`config.mk`:
```
export PLATFORM = sky130hd
export DESIGN_NAME = phyx_ext_ctrl
export DESIGN_NICKNAME = d
export VERILOG_FILES = /design/src/phyx_pkg.sv /design/src/phyx_pin_sync.sv /design/src/phyx_ext_ctrl.sv
export VERILOG_INCLUDE_DIRS = /design/src /design/src/src
export SDC_FILE = /design/constraint.sdc
export NUM_CORES = 1
export LEC_CHECK = 0
export BUFFER_PORTS_ARGS = -buffer_cell sky130_fd_sc_hd__buf_2
export CORE_ASPECT_RATIO = 0.8
export CORE_MARGIN = 2
export CORE_UTILIZATION = 48
export DETAILED_ROUTE_END_ITERATION = 8
export PLACE_DENSITY = 0.79
export SYNTH_ARGS = -nofsm -noshare
export SYNTH_HDL_FRONTEND = slang
export SYNTH_SLANG_ARGS = --single-unit
```
`constraint.sdc`:
```
create_clock -name CLK_I -period 1.4 [get_ports CLK_I]
set_input_delay 0.28 -clock CLK_I [delete_from_list [all_inputs] [get_ports CLK_I]]
set_output_delay 0.28 -clock CLK_I [all_outputs]
set_load 0.03 [all_outputs]
```
`src/phyx_defines.svh`:
```
// offsets, field positions and reset values of the extended control registers
`ifndef PHYX_DEFINES_SVH
`define PHYX_DEFINES_SVH

// ----------------------------------------------------------------
// register indices
// ----------------------------------------------------------------
`define PHYX_ADDR_W 6
`define PHYX_REG_EXT_A 6'h13
`define PHYX_REG_EXT_B 6'h14
`define PHYX_NATIVE_LAST 6'h25
`define PHYX_BASE_LAST 6'h13

// ----------------------------------------------------------------
// extended_control_a fields
// ----------------------------------------------------------------
`define PHYX_A_NODE 15
`define PHYX_A_SPEED_SRC 14
`define PHYX_A_REMOTE_FAULT 13
`define PHYX_A_BANK_HI 12
`define PHYX_A_BANK_LO 11
`define PHYX_A_RSVD_RO 10
`define PHYX_A_XOVER_AUTO 9
`define PHYX_A_PAIR_MANUAL 8
`define PHYX_A_FLOAT 7
`define PHYX_A_AUTO_PD 0
`define PHYX_A_RESET 16'h0201
`define PHYX_A_WMASK 16'hdbff

// ----------------------------------------------------------------
// extended_control_b fields
// ----------------------------------------------------------------
`define PHYX_B_DRIVE_BOOST 15
`define PHYX_B_RESET 16'h3fe9

// ----------------------------------------------------------------
// bank codes
// ----------------------------------------------------------------
`define PHYX_BANK_LEGACY 2'b01
`define PHYX_BANK_NATIVE 2'b00

`endif

```
`src/phyx_pkg.sv`:
```
// types shared by the extended control register logic
package phyx_pkg;

    // ----------------------------------------------------------------
    // management access request
    // ----------------------------------------------------------------
    typedef struct packed {
        logic wr;
        logic rd;
        logic [5:0] addr;
        logic [15:0] wdata;
    } phyx_req_s;

    // ----------------------------------------------------------------
    // pin synchroniser state
    // ----------------------------------------------------------------
    typedef struct packed {
        logic meta_q;
        logic sync_q;
    } phyx_sync_s;

    // ----------------------------------------------------------------
    // register bank state
    // ----------------------------------------------------------------
    typedef struct packed {
        logic [15:0] ext_a_q;
        logic [15:0] ext_b_q;
        logic [15:0] rdata_q;
        logic rvalid_q;
        logic hit_q;
        logic speed_100_q;
        logic tx_float_q;
        logic tx100_pwrdn_q;
        logic xover_auto_q;
        logic pair_manual_q;
        logic drive_boost_q;
        logic legacy_bank_q;
    } phyx_state_s;

endpackage

```
`src/phyx_pin_sync.sv`:
```
// two-flop synchroniser for the speed strap pin
`timescale 1ns/100ps
module phyx_pin_sync
    import phyx_pkg::*;
(
    input wire logic clk_i,
    input wire logic reset_i,
    input wire logic pin_i,
    output logic sync_o
);

    phyx_sync_s st_q;
    phyx_sync_s st_d;

    // ----------------------------------------------------------------
    // next state
    // ----------------------------------------------------------------
    always_comb
    begin
        st_d = st_q;
        st_d.meta_q = pin_i;
        st_d.sync_q = st_q.meta_q;
    end

    always_ff @(posedge clk_i)
    begin
        if (reset_i)
        begin
            st_q <= '0;
        end
        else
        begin
            st_q <= st_d;
        end
    end

    assign sync_o = st_q.sync_q;

endmodule

```
`src/phyx_ext_ctrl.sv`:
```
// extended control registers: node mode, speed source, bank, pairs, drivers
`timescale 1ns/100ps
`include "phyx_defines.svh"
module phyx_ext_ctrl
    import phyx_pkg::*;
(
    input wire logic CLK_I,
    input wire logic RESET_I,
    input wire logic MGMT_WR_I,
    input wire logic MGMT_RD_I,
    input wire logic [5:0] MGMT_ADDR_I,
    input wire logic [15:0] MGMT_WDATA_I,
    output logic [15:0] MGMT_RDATA_O,
    output logic MGMT_RVALID_O,
    output logic MGMT_HIT_O,
    input wire logic BASIC_SPEED_100_I,
    input wire logic SPEED_PIN_I,
    input wire logic REMOTE_FAULT_I,
    input wire logic NO_SIGNAL_I,
    output logic SPEED_100_O,
    output logic TX_FLOAT_O,
    output logic TX100_PWRDN_O,
    output logic CROSSOVER_AUTO_ENABLE_O,
    output logic MANUAL_PAIR_ASSIGNMENT_O,
    output logic DRIVE_BOOST_O,
    output logic LEGACY_BANK_O
);

    // ----------------------------------------------------------------
    // decode helpers
    // ----------------------------------------------------------------
    function automatic logic is_legacy(input logic [1:0] bank);
        is_legacy = (bank == `PHYX_BANK_LEGACY);
    endfunction

    function automatic logic sel_a(input logic [5:0] addr);
        sel_a = (addr == `PHYX_REG_EXT_A);
    endfunction

    // register b exists in every bank code except legacy; a is a base register
    function automatic logic sel_b(input logic [5:0] addr, input logic [1:0] bank);
        sel_b = (addr == `PHYX_REG_EXT_B) && !is_legacy(bank);
    endfunction

    // any address this bank answers for at all
    function automatic logic in_bank(input logic [5:0] addr, input logic [1:0] bank);
        if (is_legacy(bank))
        begin
            in_bank = (addr <= `PHYX_BASE_LAST);
        end
        else
        begin
            in_bank = (addr <= `PHYX_NATIVE_LAST);
        end
    endfunction

    // ----------------------------------------------------------------
    // register images
    // ----------------------------------------------------------------
    localparam logic [15:0] a_reset_word = `PHYX_A_RESET;
    localparam logic [15:0] b_reset_word = `PHYX_B_RESET;
    localparam logic [15:0] a_write_mask = `PHYX_A_WMASK;

    // read-only bits of a keep their stored value on a write
    function automatic logic [15:0] merge_a(
        input logic [15:0] old_word,
        input logic [15:0] new_word
    );
        merge_a = (new_word & a_write_mask) | (old_word & ~a_write_mask);
    endfunction

    // word returned for an index; unbacked indices read as zero
    function automatic logic [15:0] read_word(
        input logic [5:0] addr,
        input logic [1:0] bank,
        input logic [15:0] a_word,
        input logic [15:0] b_word
    );
        if (sel_a(addr))
        begin
            read_word = a_word;
        end
        else if (sel_b(addr, bank))
        begin
            read_word = b_word;
        end
        else
        begin
            read_word = '0;
        end
    endfunction

    // derived outputs start from the register reset words; speed and power-down start at zero
    function automatic phyx_state_s reset_state();
        phyx_state_s s;
        s = '0;
        s.ext_a_q = a_reset_word;
        s.ext_b_q = b_reset_word;
        s.xover_auto_q = a_reset_word[`PHYX_A_XOVER_AUTO];
        s.pair_manual_q = a_reset_word[`PHYX_A_PAIR_MANUAL];
        s.tx_float_q = a_reset_word[`PHYX_A_FLOAT];
        s.drive_boost_q = b_reset_word[`PHYX_B_DRIVE_BOOST];
        s.legacy_bank_q = is_legacy(a_reset_word[`PHYX_A_BANK_HI:`PHYX_A_BANK_LO]);
        reset_state = s;
    endfunction

    // ----------------------------------------------------------------
    // speed pin synchroniser
    // ----------------------------------------------------------------
    logic speed_pin_sync;

    phyx_pin_sync u_speed_sync (
        .clk_i(CLK_I),
        .reset_i(RESET_I),
        .pin_i(SPEED_PIN_I),
        .sync_o(speed_pin_sync)
    );

    // ----------------------------------------------------------------
    // state
    // ----------------------------------------------------------------
    phyx_state_s st_q;
    phyx_state_s st_d;
    phyx_req_s req;
    logic [1:0] bank;
    logic [15:0] a_view;

    assign req.wr = MGMT_WR_I;
    assign req.rd = MGMT_RD_I;
    assign req.addr = MGMT_ADDR_I;
    assign req.wdata = MGMT_WDATA_I;
    assign bank = st_q.ext_a_q[`PHYX_A_BANK_HI:`PHYX_A_BANK_LO];

    // read view: live fault bit, reserved read-only bit as zero
    always_comb
    begin
        a_view = st_q.ext_a_q;
        a_view[`PHYX_A_REMOTE_FAULT] = REMOTE_FAULT_I;
        a_view[`PHYX_A_RSVD_RO] = 1'b0;
    end

    // ----------------------------------------------------------------
    // next state
    // ----------------------------------------------------------------
    always_comb
    begin
        st_d = st_q;
        st_d.rvalid_q = 1'b0;
        st_d.hit_q = 1'b0;
        // register writes; read-only bits masked off
        if (req.wr && sel_a(req.addr))
        begin
            // reserved read-only bit keeps its stored value, not the manager's write
            st_d.ext_a_q = merge_a(st_q.ext_a_q, req.wdata);
        end
        if (req.wr && sel_b(req.addr, bank))
        begin
            st_d.ext_b_q = req.wdata;
        end
        // reads answer one cycle later
        if (req.rd)
        begin
            st_d.rvalid_q = 1'b1;
            st_d.hit_q = in_bank(req.addr, bank);
            st_d.rdata_q = read_word(req.addr, bank, a_view, st_q.ext_b_q);
        end
        // node bit is only stored; no repeater path exists
        if (st_q.ext_a_q[`PHYX_A_SPEED_SRC])
        begin
            st_d.speed_100_q = speed_pin_sync;
        end
        else
        begin
            st_d.speed_100_q = BASIC_SPEED_100_I;
        end
        st_d.tx_float_q = st_q.ext_a_q[`PHYX_A_FLOAT];
        st_d.tx100_pwrdn_q = st_q.ext_a_q[`PHYX_A_AUTO_PD] && NO_SIGNAL_I;
        st_d.xover_auto_q = st_q.ext_a_q[`PHYX_A_XOVER_AUTO];
        st_d.pair_manual_q = st_q.ext_a_q[`PHYX_A_PAIR_MANUAL];
        st_d.drive_boost_q = st_q.ext_b_q[`PHYX_B_DRIVE_BOOST];
        st_d.legacy_bank_q = is_legacy(bank);
    end

    // ----------------------------------------------------------------
    // registers
    // ----------------------------------------------------------------
    always_ff @(posedge CLK_I)
    begin
        if (RESET_I)
        begin
            st_q <= reset_state();
        end
        else
        begin
            st_q <= st_d;
        end
    end

    // ----------------------------------------------------------------
    // outputs
    // ----------------------------------------------------------------
    assign MGMT_RDATA_O = st_q.rdata_q;
    assign MGMT_RVALID_O = st_q.rvalid_q;
    assign MGMT_HIT_O = st_q.hit_q;
    assign SPEED_100_O = st_q.speed_100_q;
    assign TX_FLOAT_O = st_q.tx_float_q;
    assign TX100_PWRDN_O = st_q.tx100_pwrdn_q;
    assign CROSSOVER_AUTO_ENABLE_O = st_q.xover_auto_q;
    assign MANUAL_PAIR_ASSIGNMENT_O = st_q.pair_manual_q;
    assign DRIVE_BOOST_O = st_q.drive_boost_q;
    assign LEGACY_BANK_O = st_q.legacy_bank_q;

endmodule

```
==> metrics.txt, run 1 <==
Max Buffers Root-to-Sink 2; largest net degree at the start of global routing 30; initial antenna violation count 0; share of layout cells above drive strength 1 0.294; Slew @ Worst Pin 0.284 ns; CTS clk-pin slew, worst paths 0.06 ns; Mapped Cells about 270; setup slack, reg-to-reg about 0.1 ns; Max Slew Vio Count 0; Synth area leaders dfxtp_1 (47%), mux2i_1 (6.6%), o21ai_0 (5.3%), buf_4 (5.2%), o221ai_1 (5.0%); post-synthesis sequential area ratio 0.469; dpl hpwl between 3 and 4 mm; Synth async-reset ratio 0; CP max-delay cell dfxtp_1; WHS 0.154 ns; Setup Skew 0.00842 ns; Synth-to-Final Area Change 19.4%; Max stage delay on crit path 0.34 ns; Worst Setup SP a_view[12]; first-pass GRT wire length 9.05 mm; vias in the first global route 1,875; Routed WL 5.61 mm; Critical Path Sink Type register; Rel. slew slack 0.811; Placer Congestion 0.807; Root Buffer clkbuf_8; crit path DAT approximately 1.6 ns; kind of critical path reg -> reg; fin crit share 0.930; Core ar. between 4000 and 5000 um^2; drt wl/cell roughly 14 um; CTS buffer count 9; drt first pass iters 4; Max VDD drop 0.000923 V; Post-synth top cells dfxtp_1 (57), nor2_1 (29), o21ai_0 (26), a21oi_1 (17), buf_4 (17); post-synth top area share 0.469; DR DRC count 0; RSZ-0062 raised after global routing false; # diodes 0; Die ar. roughly 5700 um^2; number of flops mapped to enable cells by yosys 0; Cell Pwr Density 1120 nW/um^2; Final min period 1.30 ns; IO buf count 54; Via Count 2,046; clk sink count 57; status finished clean; crit-path max FO 8; reg2reg end st_q[35]; worst r2r src a_view[12]; Die Y 67.7 um; MaxCap Viol Count 0; syn_nets between 300 and 400; Starting Density 0.491; final setup vio count 0; crit path cell chain nand2b_2 > and4_2 > buf_4 > mux2i_1; Critical Path End st_q[35]; largest area contributor in the netlist dfxtp_1; CTS tree yes; Max Fclk 0.768 GHz; worst min path class in -> reg; P_leak 1.17 nW; synthesized flop and latch total 57; die extent in x 83.6 um; post-CTS setup buffer count 0; Final ANT Viol Nets 0; Netlist cell types 34; CP required 1.66 ns; vias per cell 5.27; Nets around 350; Largest register FFs 16; clock latency on the worst-skew pair approximately 0.34 ns; gr usage total 0.212; reg2reg path depth 4; fillers 459; Mean Syn Cell Area ~8.9 um^2; top-count cell post-synth dfxtp_1; Worst setup SP type register; row cnt 23; total power draw 3.27 mW; Final Hold Viols 0; Post-Syn Area 2430 um^2; initial drt markers around 120; Overflow after GRT 0; io pins 55; most frequently used flop master after synthesis dfxtp_1; H-Tree Level Count 3; Yosys Warn Count 0
where the power goes:
part           internal (mW)  switching, mW
logic                 0.0940          0.135
registers               1.64        0.00483
clock network          0.774          0.620
per-stage QoR:
| step | utilization | worst slack, ns | cell area [um^2] | TNS, ns | std cells |
|---|---|---|---|---|---|
| 6_report | 0.587 | 0.0974 | 2910 | 0 | 388 |
| 5_1_grt | 0.587 | 0.00269 | 2910 | 0 | 388 |
| 4_1_cts | 0.586 | 0.0187 | 2900 | 0 | 388 |
| 3_5_place_dp | 0.550 | -0.0980 | 2720 | -1.62 | 373 |
| 3_3_place_gp | 0.550 | -0.0356 | 2720 | -0.423 | 373 |
| 2_1_floorplan | - | 0.0176 | 2430 | 0 | 272 |
critical path, delay by kind of cell, from the launching register on:
kind	cells	cell delay, ns
AND/OR/NAND/NOR	2	0.46
flip-flops	1	0.34
buffers and inverters	1	0.21
multiplexers	1	0.21
cell usage in the layout, fill, tap and decap left out, types with 2 or more instances in the layout:
| master | count |
|---|---|
| clkbuf_8 | 12 |
| o221ai_1 | 14 |
| nand2b_1 | 10 |
| a311o_1 | 2 |
| buf_4 | 19 |
| dfxtp_1 | 57 |
| o21ai_0 | 26 |
| mux2i_1 | 16 |
| nor2_1 | 29 |
| nand2_1 | 16 |
| nand3_1 | 12 |
| and2b_1 | 2 |
| buf_2 | 54 |
| nor2b_1 | 4 |
| inv_1 | 15 |
| a21oi_1 | 17 |
timing repair:
action | CTS | global route
hold buffers | 0 | 0
gates resized for setup | 0 | 1
endpoints found under the setup margin | 0 | 15
cells by family after synthesis:
logic type             share of synthesized area
buffers and inverters                      0.114
and+or+nand+nor                            0.185
muxes                                     0.0705
DFF                                        0.469
AOI/OAI and AO/OA                          0.162
per-layer routing:
layer | vias to the layer above | track usage | routed length (um)
met1 | 944 | 0.260 | 2530
met4 | 0 | 0.0827 | 58
met5 | - | 0 | 0
met2 | 75 | 0.345 | 2610
li1 | 1023 | - | -
met3 | 4 | 0.0795 | 409
worst min path at each step:
| stage | startpoint | end | slack, ns | depth (start not counted) |
|---|---|---|---|---|
| after floorplan | NO_SIGNAL_I | TX100_PWRDN_O | 0.40 | 2 |
| after global placement | a_view[0] | TX100_PWRDN_O | 0.42 | 2 |
| after detailed placement | a_view[0] | TX100_PWRDN_O | 0.42 | 2 |
| after global routing | NO_SIGNAL_I | TX100_PWRDN_O | 0.16 | 3 |
| final | NO_SIGNAL_I | TX100_PWRDN_O | 0.15 | 3 |
| after CTS | NO_SIGNAL_I | TX100_PWRDN_O | 0.13 | 3 |
area by class of cell:
class | instances | area (um^2) | area share
flip-flops and latches | 57 | 1140 | 0.393
inverters | 15 | 56.3 | 0.0194
repair buffers | 74 | 433 | 0.149
clock inverters | 2 | 12.5 | 0.00431
clock buffers | 13 | 169 | 0.0581
multi-input cells | 165 | 1020 | 0.350
well taps | 62 | 77.6 | 0.0267
No activity file was read; power rests on OpenSTA's default activity.
==> inputs of run 2 (changes only) <==
--- a/config.mk
+++ b/config.mk
@@ -9,9 +9,10 @@
 export BUFFER_PORTS_ARGS = -buffer_cell sky130_fd_sc_hd__buf_2
 export CORE_ASPECT_RATIO = 0.8
 export CORE_MARGIN = 2
-export CORE_UTILIZATION = 48
+export CORE_UTILIZATION = 30
 export DETAILED_ROUTE_END_ITERATION = 8
-export PLACE_DENSITY = 0.79
+export MAX_ROUTING_LAYER = met4
+export PLACE_DENSITY = 0.55
 export SYNTH_ARGS = -nofsm -noshare
 export SYNTH_HDL_FRONTEND = slang
 export SYNTH_SLANG_ARGS = --single-unit
==> run 2 against run 1 <==
Against the previous run: global-route usage down 5.8 points; clock skew down 0.0032 ns; largest power group unchanged; worst hold slack better by 0.0056 ns; critical endpoint is now st_q[33]; highest routed layer unchanged.
==> metrics.txt, run 2 (synthesis gave the netlist of run 1 again) <==
Final ANT Viol Nets 0 (unchanged); H-Tree Level Count 3 (unchanged); Final min period 1.29 ns (was 1.30 ns); Post-Layout Cell Count 437 (was 388); Routed WL 6.28 mm (was 5.61 mm); Cell Pwr Density 1120 nW/um^2 (about the same); Max Slew Vio Count 0 (unchanged); most common cell after layout, fill and taps aside dfxtp_1 (unchanged); Via Count 2,021 (was 2,046); Max VDD drop 0.000433 V (was 0.000923 V); placed cells 421 (was 373); DR DRC count 0 (unchanged); Starting Density 0.307 (was 0.491); Final Worst Setup Slack 0.111 ns (was 0.0974 ns); die extent in x 105 um (was 83.6 um); Nets 354 (was 352); sw power 790 uW (was 760 uW); Root Buffer clkbuf_8 (unchanged); Overflow after GRT 0 (unchanged); crit path DAT 1.55 ns (was 1.56 ns); Max Fclk 0.776 GHz (was 0.768 GHz); Rel. slew slack 0.836 (was 0.811); Max Buffers Root-to-Sink 2 (unchanged); Post-DP Area 2810 um^2 (was 2720 um^2); vias in the first global route 2,053 (was 1,875); Worst setup SP type register (unchanged); Die Y 84.5 um (was 67.7 um); total power draw 3.34 mW (was 3.27 mW); Final Hold Viols 0 (unchanged); clock latency on the worst-skew pair 0.34 ns (about the same); # hold bufs at CTS 0 (unchanged); crit-path max FO 8 (unchanged); CTS clk-pin slew, worst paths 0.06 ns (about the same); Core ar. 7910 um^2 (was 4950 um^2); Internal Pwr Total 2.55 mW (was 2.51 mW); status finished clean (unchanged); Largest register FFs 16 (unchanged); Slew @ Worst Pin 0.244 ns (was 0.284 ns); RSZ-0062 raised after global routing false (unchanged); fin area 3000 um^2 (was 2910 um^2); Critical Path Sink Type register (unchanged); fin crit share 0.921 (was 0.930); drt first pass iters 4 (unchanged); drt wl/cell 14.4 um (was 14.5 um); Sw Share 0.237 (was 0.233); CTS tree yes (unchanged); Die ar. 8850 um^2 (was 5660 um^2); Clock power frac 0.435 (was 0.427); kind of critical path reg -> reg (unchanged); dpl hpwl 4.40 mm (was 3.91 mm); gr usage total 0.155 (was 0.212); Place WS -0.103 ns (was -0.0980 ns); first-pass GRT wire length 10.1 mm (was 9.05 mm); fillers 844 (was 459); Reg power frac 0.492 (was 0.503); MaxCap Viol Count 0 (unchanged); final setup vio count 0 (unchanged); clk sink count 57 (unchanged); Placer Congestion 0.748 (was 0.807); CTS buffer count 9 (unchanged); io pins 55 (unchanged); largest net degree at the start of global routing 31 (was 30); row cnt 29 (was 23); vias per cell 4.62 (was 5.27); Setup Skew 0.00521 ns (was 0.00842 ns); commonest non-fill, non-tap cells in the layout dfxtp_1 (57), buf_2 (54), nor2_1 (29) (unchanged); worst min path class in -> reg (unchanged); P_leak 1.19 nW (was 1.17 nW); combinational share of power 0.073 (was 0.070); IO buf count 54 (unchanged); share of layout cells above drive strength 1 0.301 (was 0.294); # diodes 0 (unchanged); Synth-to-Final Area Change 23.1% (was 19.4%); Sum Neg Setup Slack 0 ns (unchanged); initial antenna violation count 0 (unchanged); setup slack, reg-to-reg 0.11 ns (was 0.1 ns); CP required 1.66 ns (about the same); initial drt markers 79 (was 118)
[run 2: cell types whose count changed in the layout (fill, tap and decap cells not counted)]
cell,before,now
bufinv_16,0,1
clkinv_2,1,4
buf_4,19,20
buf_12,1,2
clkinv_4,0,1
clkinvlp_4,1,0
clkbuf_8,12,9
[run 2: area by class of cell]
cell class | instances | area [um^2] | area share
clock inverters | 6 | 58.8 | 0.0196
flip-flops and latches | 57 | 1140 | 0.381
multi-input cells | 165 | 1020 | 0.339
repair buffers | 76 | 460 | 0.154
well taps | 108 | 135 | 0.0451
inverters | 15 | 56.3 | 0.0188
clock buffers | 10 | 128 | 0.0426
[run 2: stage by stage]
stage / hold slack, ns / utilization
6_report: 0.160 / 0.379
4_1_cts: 0.150 / 0.378
2_1_floorplan: 0.401 / -
3_5_place_dp: 0.419 / 0.355
3_3_place_gp: 0.421 / 0.355
5_1_grt: 0.163 / 0.379
[run 2: power groups by stage]
stage          Sequential [mW]  Clock [mW]  Combinational (mW)
6_report                  1.64        1.45               0.244
5_1_grt                   1.64        1.58               0.267
4_1_cts                   1.64        1.49               0.245
3_5_place_dp              1.68           0               0.244
3_3_place_gp              1.68           0               0.243
2_1_floorplan             1.69           0               0.108
[run 2: final timing paths]
path,start,to,cells past startpoint
setup / recovery,a_view[12],st_q[33],4
setup reg to reg,a_view[12],st_q[33],4
hold / removal,SPEED_PIN_I,u_speed_sync.st_d[0],2
hold reg to reg,a_view[0],TX100_PWRDN_O,2
[run 2: per-layer routing]
layer | wire (um) | share of wire | vias up | track usage
met1 | 2950 | 0.47 | 941 | 0.187
li1 | - | - | 1022 | -
met4 | 66 | 0.011 | 0 | 0.0473
met2 | 2910 | 0.46 | 52 | 0.246
met3 | 350 | 0.056 | 6 | 0.0512
met5 | 0 | 0 | - | -
[run 2: critical path, stage by stage (launching register included)]
cell,delay [ns]
dfxtp_1,0.34
nand2b_2,0.18
and4_2,0.28
buf_4,0.20
mux2i_1,0.22
[run 2: what timing repair did]
action | CTS | global route
resized for setup | 0 | 1
setup endpoints to repair | 0 | 5
setup buffers | 0 | 0
==> inputs of run 3 (changes only) <==
--- a/config.mk
+++ b/config.mk
@@ -7,10 +7,11 @@
 export NUM_CORES = 1
 export LEC_CHECK = 0
 export BUFFER_PORTS_ARGS = -buffer_cell sky130_fd_sc_hd__buf_2
-export CORE_ASPECT_RATIO = 0.8
+export CORE_ASPECT_RATIO = 0.5
 export CORE_MARGIN = 2
 export CORE_UTILIZATION = 30
 export DETAILED_ROUTE_END_ITERATION = 8
+export GPL_TIMING_DRIVEN = 0
 export MAX_ROUTING_LAYER = met4
 export PLACE_DENSITY = 0.55
 export SYNTH_ARGS = -nofsm -noshare
==> run 3 against run 2 <==
Against the previous run: die area up 0.45%; total power is 26% higher; flip-flop and latch count unchanged; first-iteration DRC count rose to 2.6 times the previous value; routed wire length is 8.1% higher; cell area is 7.6% higher; count of clock-buffer cells in the layout is 1 higher; worst hold slack better by 0.023 ns; sequential power hardly changed; global-route usage is 0.52 points higher; final cell count increased by 3.7%; critical endpoint is now st_d[1]; largest power group is now the clock network.
==> metrics.txt, run 3 (synthesis gave the netlist of run 1 again) <==
# hold bufs at CTS 0 (unchanged); Routed WL 6.79 mm (was 6.28 mm); P_leak 1.30 nW (was 1.19 nW); MaxCap Viol Count 0 (unchanged); Clock power frac 0.554 (was 0.435); Reg power frac 0.391 (was 0.492); Max VDD drop 0.000526 V (was 0.000433 V); CTS buffer count 9 (unchanged); hold path cells 2 (unchanged); Synth-to-Final Area Change 32.6% (was 23.1%); CTS clk-pin slew, worst paths 0.05 ns (was 0.06 ns); Critical Path Sink Type register (unchanged); dpl hpwl 4.60 mm (was 4.40 mm); die extent in x 131 um (was 105 um); Worst setup SP type register (unchanged); Via Count 2,150 (was 2,021); clock latency on the worst-skew pair 0.32 ns (was 0.34 ns); CTS tree yes (unchanged); Starting Density 0.306 (was 0.307); kind of critical path reg -> reg (unchanged); reg2reg path depth 4 (unchanged); initial drt markers 206 (was 79); RSZ-0062 raised after global routing false (unchanged); Rel. slew slack 0.591 (was 0.836); total power draw 4.21 mW (was 3.34 mW); CP required 1.61 ns (was 1.66 ns); first-pass GRT wire length 10.4 mm (was 10.1 mm); DR DRC count 0 (unchanged); row cnt 23 (was 29); worst min path class in -> reg (unchanged); drt first pass iters 5 (was 4); most common cell after layout, fill and taps aside buf_2 (was dfxtp_1); Setup Skew 0.00354 ns (was 0.00521 ns); fin crit share 0.950 (was 0.921); Final ANT Viol Nets 0 (unchanged); Sum Neg Setup Slack 0 ns (unchanged); vias in the first global route 2,116 (was 2,053); Max Fclk 0.752 GHz (was 0.776 GHz); Max Buffers Root-to-Sink 2 (unchanged); Slew @ Worst Pin 0.614 ns (was 0.244 ns); gr usage total 0.160 (was 0.155); Die Y 67.7 um (was 84.5 um); io pins 55 (unchanged); commonest non-fill, non-tap cells in the layout buf_2 (58), dfxtp_1 (55), nor2_1 (29) (was dfxtp_1 (57), buf_2 (54), nor2_1 (29)); crit-path max FO 8 (unchanged); H-Tree Level Count 3 (unchanged); drt wl/cell 15.0 um (was 14.4 um); largest net degree at the start of global routing 11 (was 31); share of layout cells above drive strength 1 0.314 (was 0.301); vias per cell 4.75 (was 4.62); Die ar. 8890 um^2 (was 8850 um^2); status finished clean (unchanged); fillers 820 (was 844); Nets 368 (was 354); Internal Pwr Total 3.35 mW (was 2.55 mW); Final min period 1.33 ns (was 1.29 ns); Final Hold Viols 0 (unchanged); # diodes 0 (unchanged); IO buf count 53 (was 54); Sw Share 0.204 (was 0.237); Root Buffer clkbuf_16 (was clkbuf_8); Largest register FFs 16 (unchanged); clk sink count 57 (unchanged); Cell Pwr Density 1310 nW/um^2 (was 1120 nW/um^2); Overflow after GRT 0 (unchanged); crit path DAT 1.54 ns (was 1.55 ns); Max Slew Vio Count 0 (unchanged); sw power 862 uW (was 790 uW); initial antenna violation count 0 (unchanged); combinational share of power 0.055 (was 0.073); final setup vio count 0 (unchanged); Placer Congestion 0.780 (was 0.748); Core ar. 7940 um^2 (was 7910 um^2)
[run 3: critical path, stage by stage (launching register included)]
cell and delay, ns:
dfxtp_2 0.33, nand2b_4 0.14, and4_2 0.24, buf_8 0.16
mux2_2 0.34
[run 3: worst paths after layout]
check / start / end / slack (ns)
hold / removal: SPEED_PIN_I / u_speed_sync.st_d[0] / 0.18
setup / recovery: a_view[12] / st_d[1] / 0.07
setup reg to reg: a_view[12] / st_d[1] / 0.07
hold reg to reg: u_speed_sync.st_d[0] / u_speed_sync.sync_o / 0.44
[run 3: power groups by stage]
stage	sequential (mW)	combinational, mW	clock (mW)
6_report	1.65	0.233	2.34
5_1_grt	1.65	0.254	2.44
4_1_cts	1.65	0.229	2.37
3_5_place_dp	1.68	0.228	0
3_3_place_gp	1.68	0.222	0
2_1_floorplan	1.69	0.108	0
[run 3: repair_timing]
item | CTS | global route
setup buffers | 1 | 0
resized for setup | 2 | 10
gates cloned | 0 | 1
pin swaps | 1 | 0
endpoints found under the setup margin | 15 | 24
endpoints found under the hold margin | 0 | 0
[run 3: cell type report]
class	instances	area (um^2)	area share
Buffer	35	235	0.0730
Clock buffer	11	253	0.0784
Clock inverter	3	65.1	0.0202
Inverter	15	56.3	0.0175
Multi-Input combinational cell	165	1030	0.321
Sequential cell	57	1140	0.355
Tap cell	112	140	0.0435
Timing Repair Buffer	55	298	0.0924
[run 3: stage by stage]
stage	std cells	area [um^2]	setup slack, ns	util	hold slack (ns)
floorplan	272	2430	0.0176	-	0.401
global placement	437	2840	-0.332	0.357	0.417
detailed placement	437	2840	-0.320	0.357	0.437
CTS	452	3170	0.0156	0.399	0.179
global route	453	3220	0.0377	0.406	0.186
finish	453	3220	0.0706	0.406	0.183
[run 3: metal layers]
| metal | share of wire | track usage |
|---|---|---|
| met1 | 0.47 | 0.183 |
| met2 | 0.49 | 0.277 |
| met3 | 0.044 | 0.0556 |
| met4 | 0 | 0.0367 |
| met5 | 0 | - |
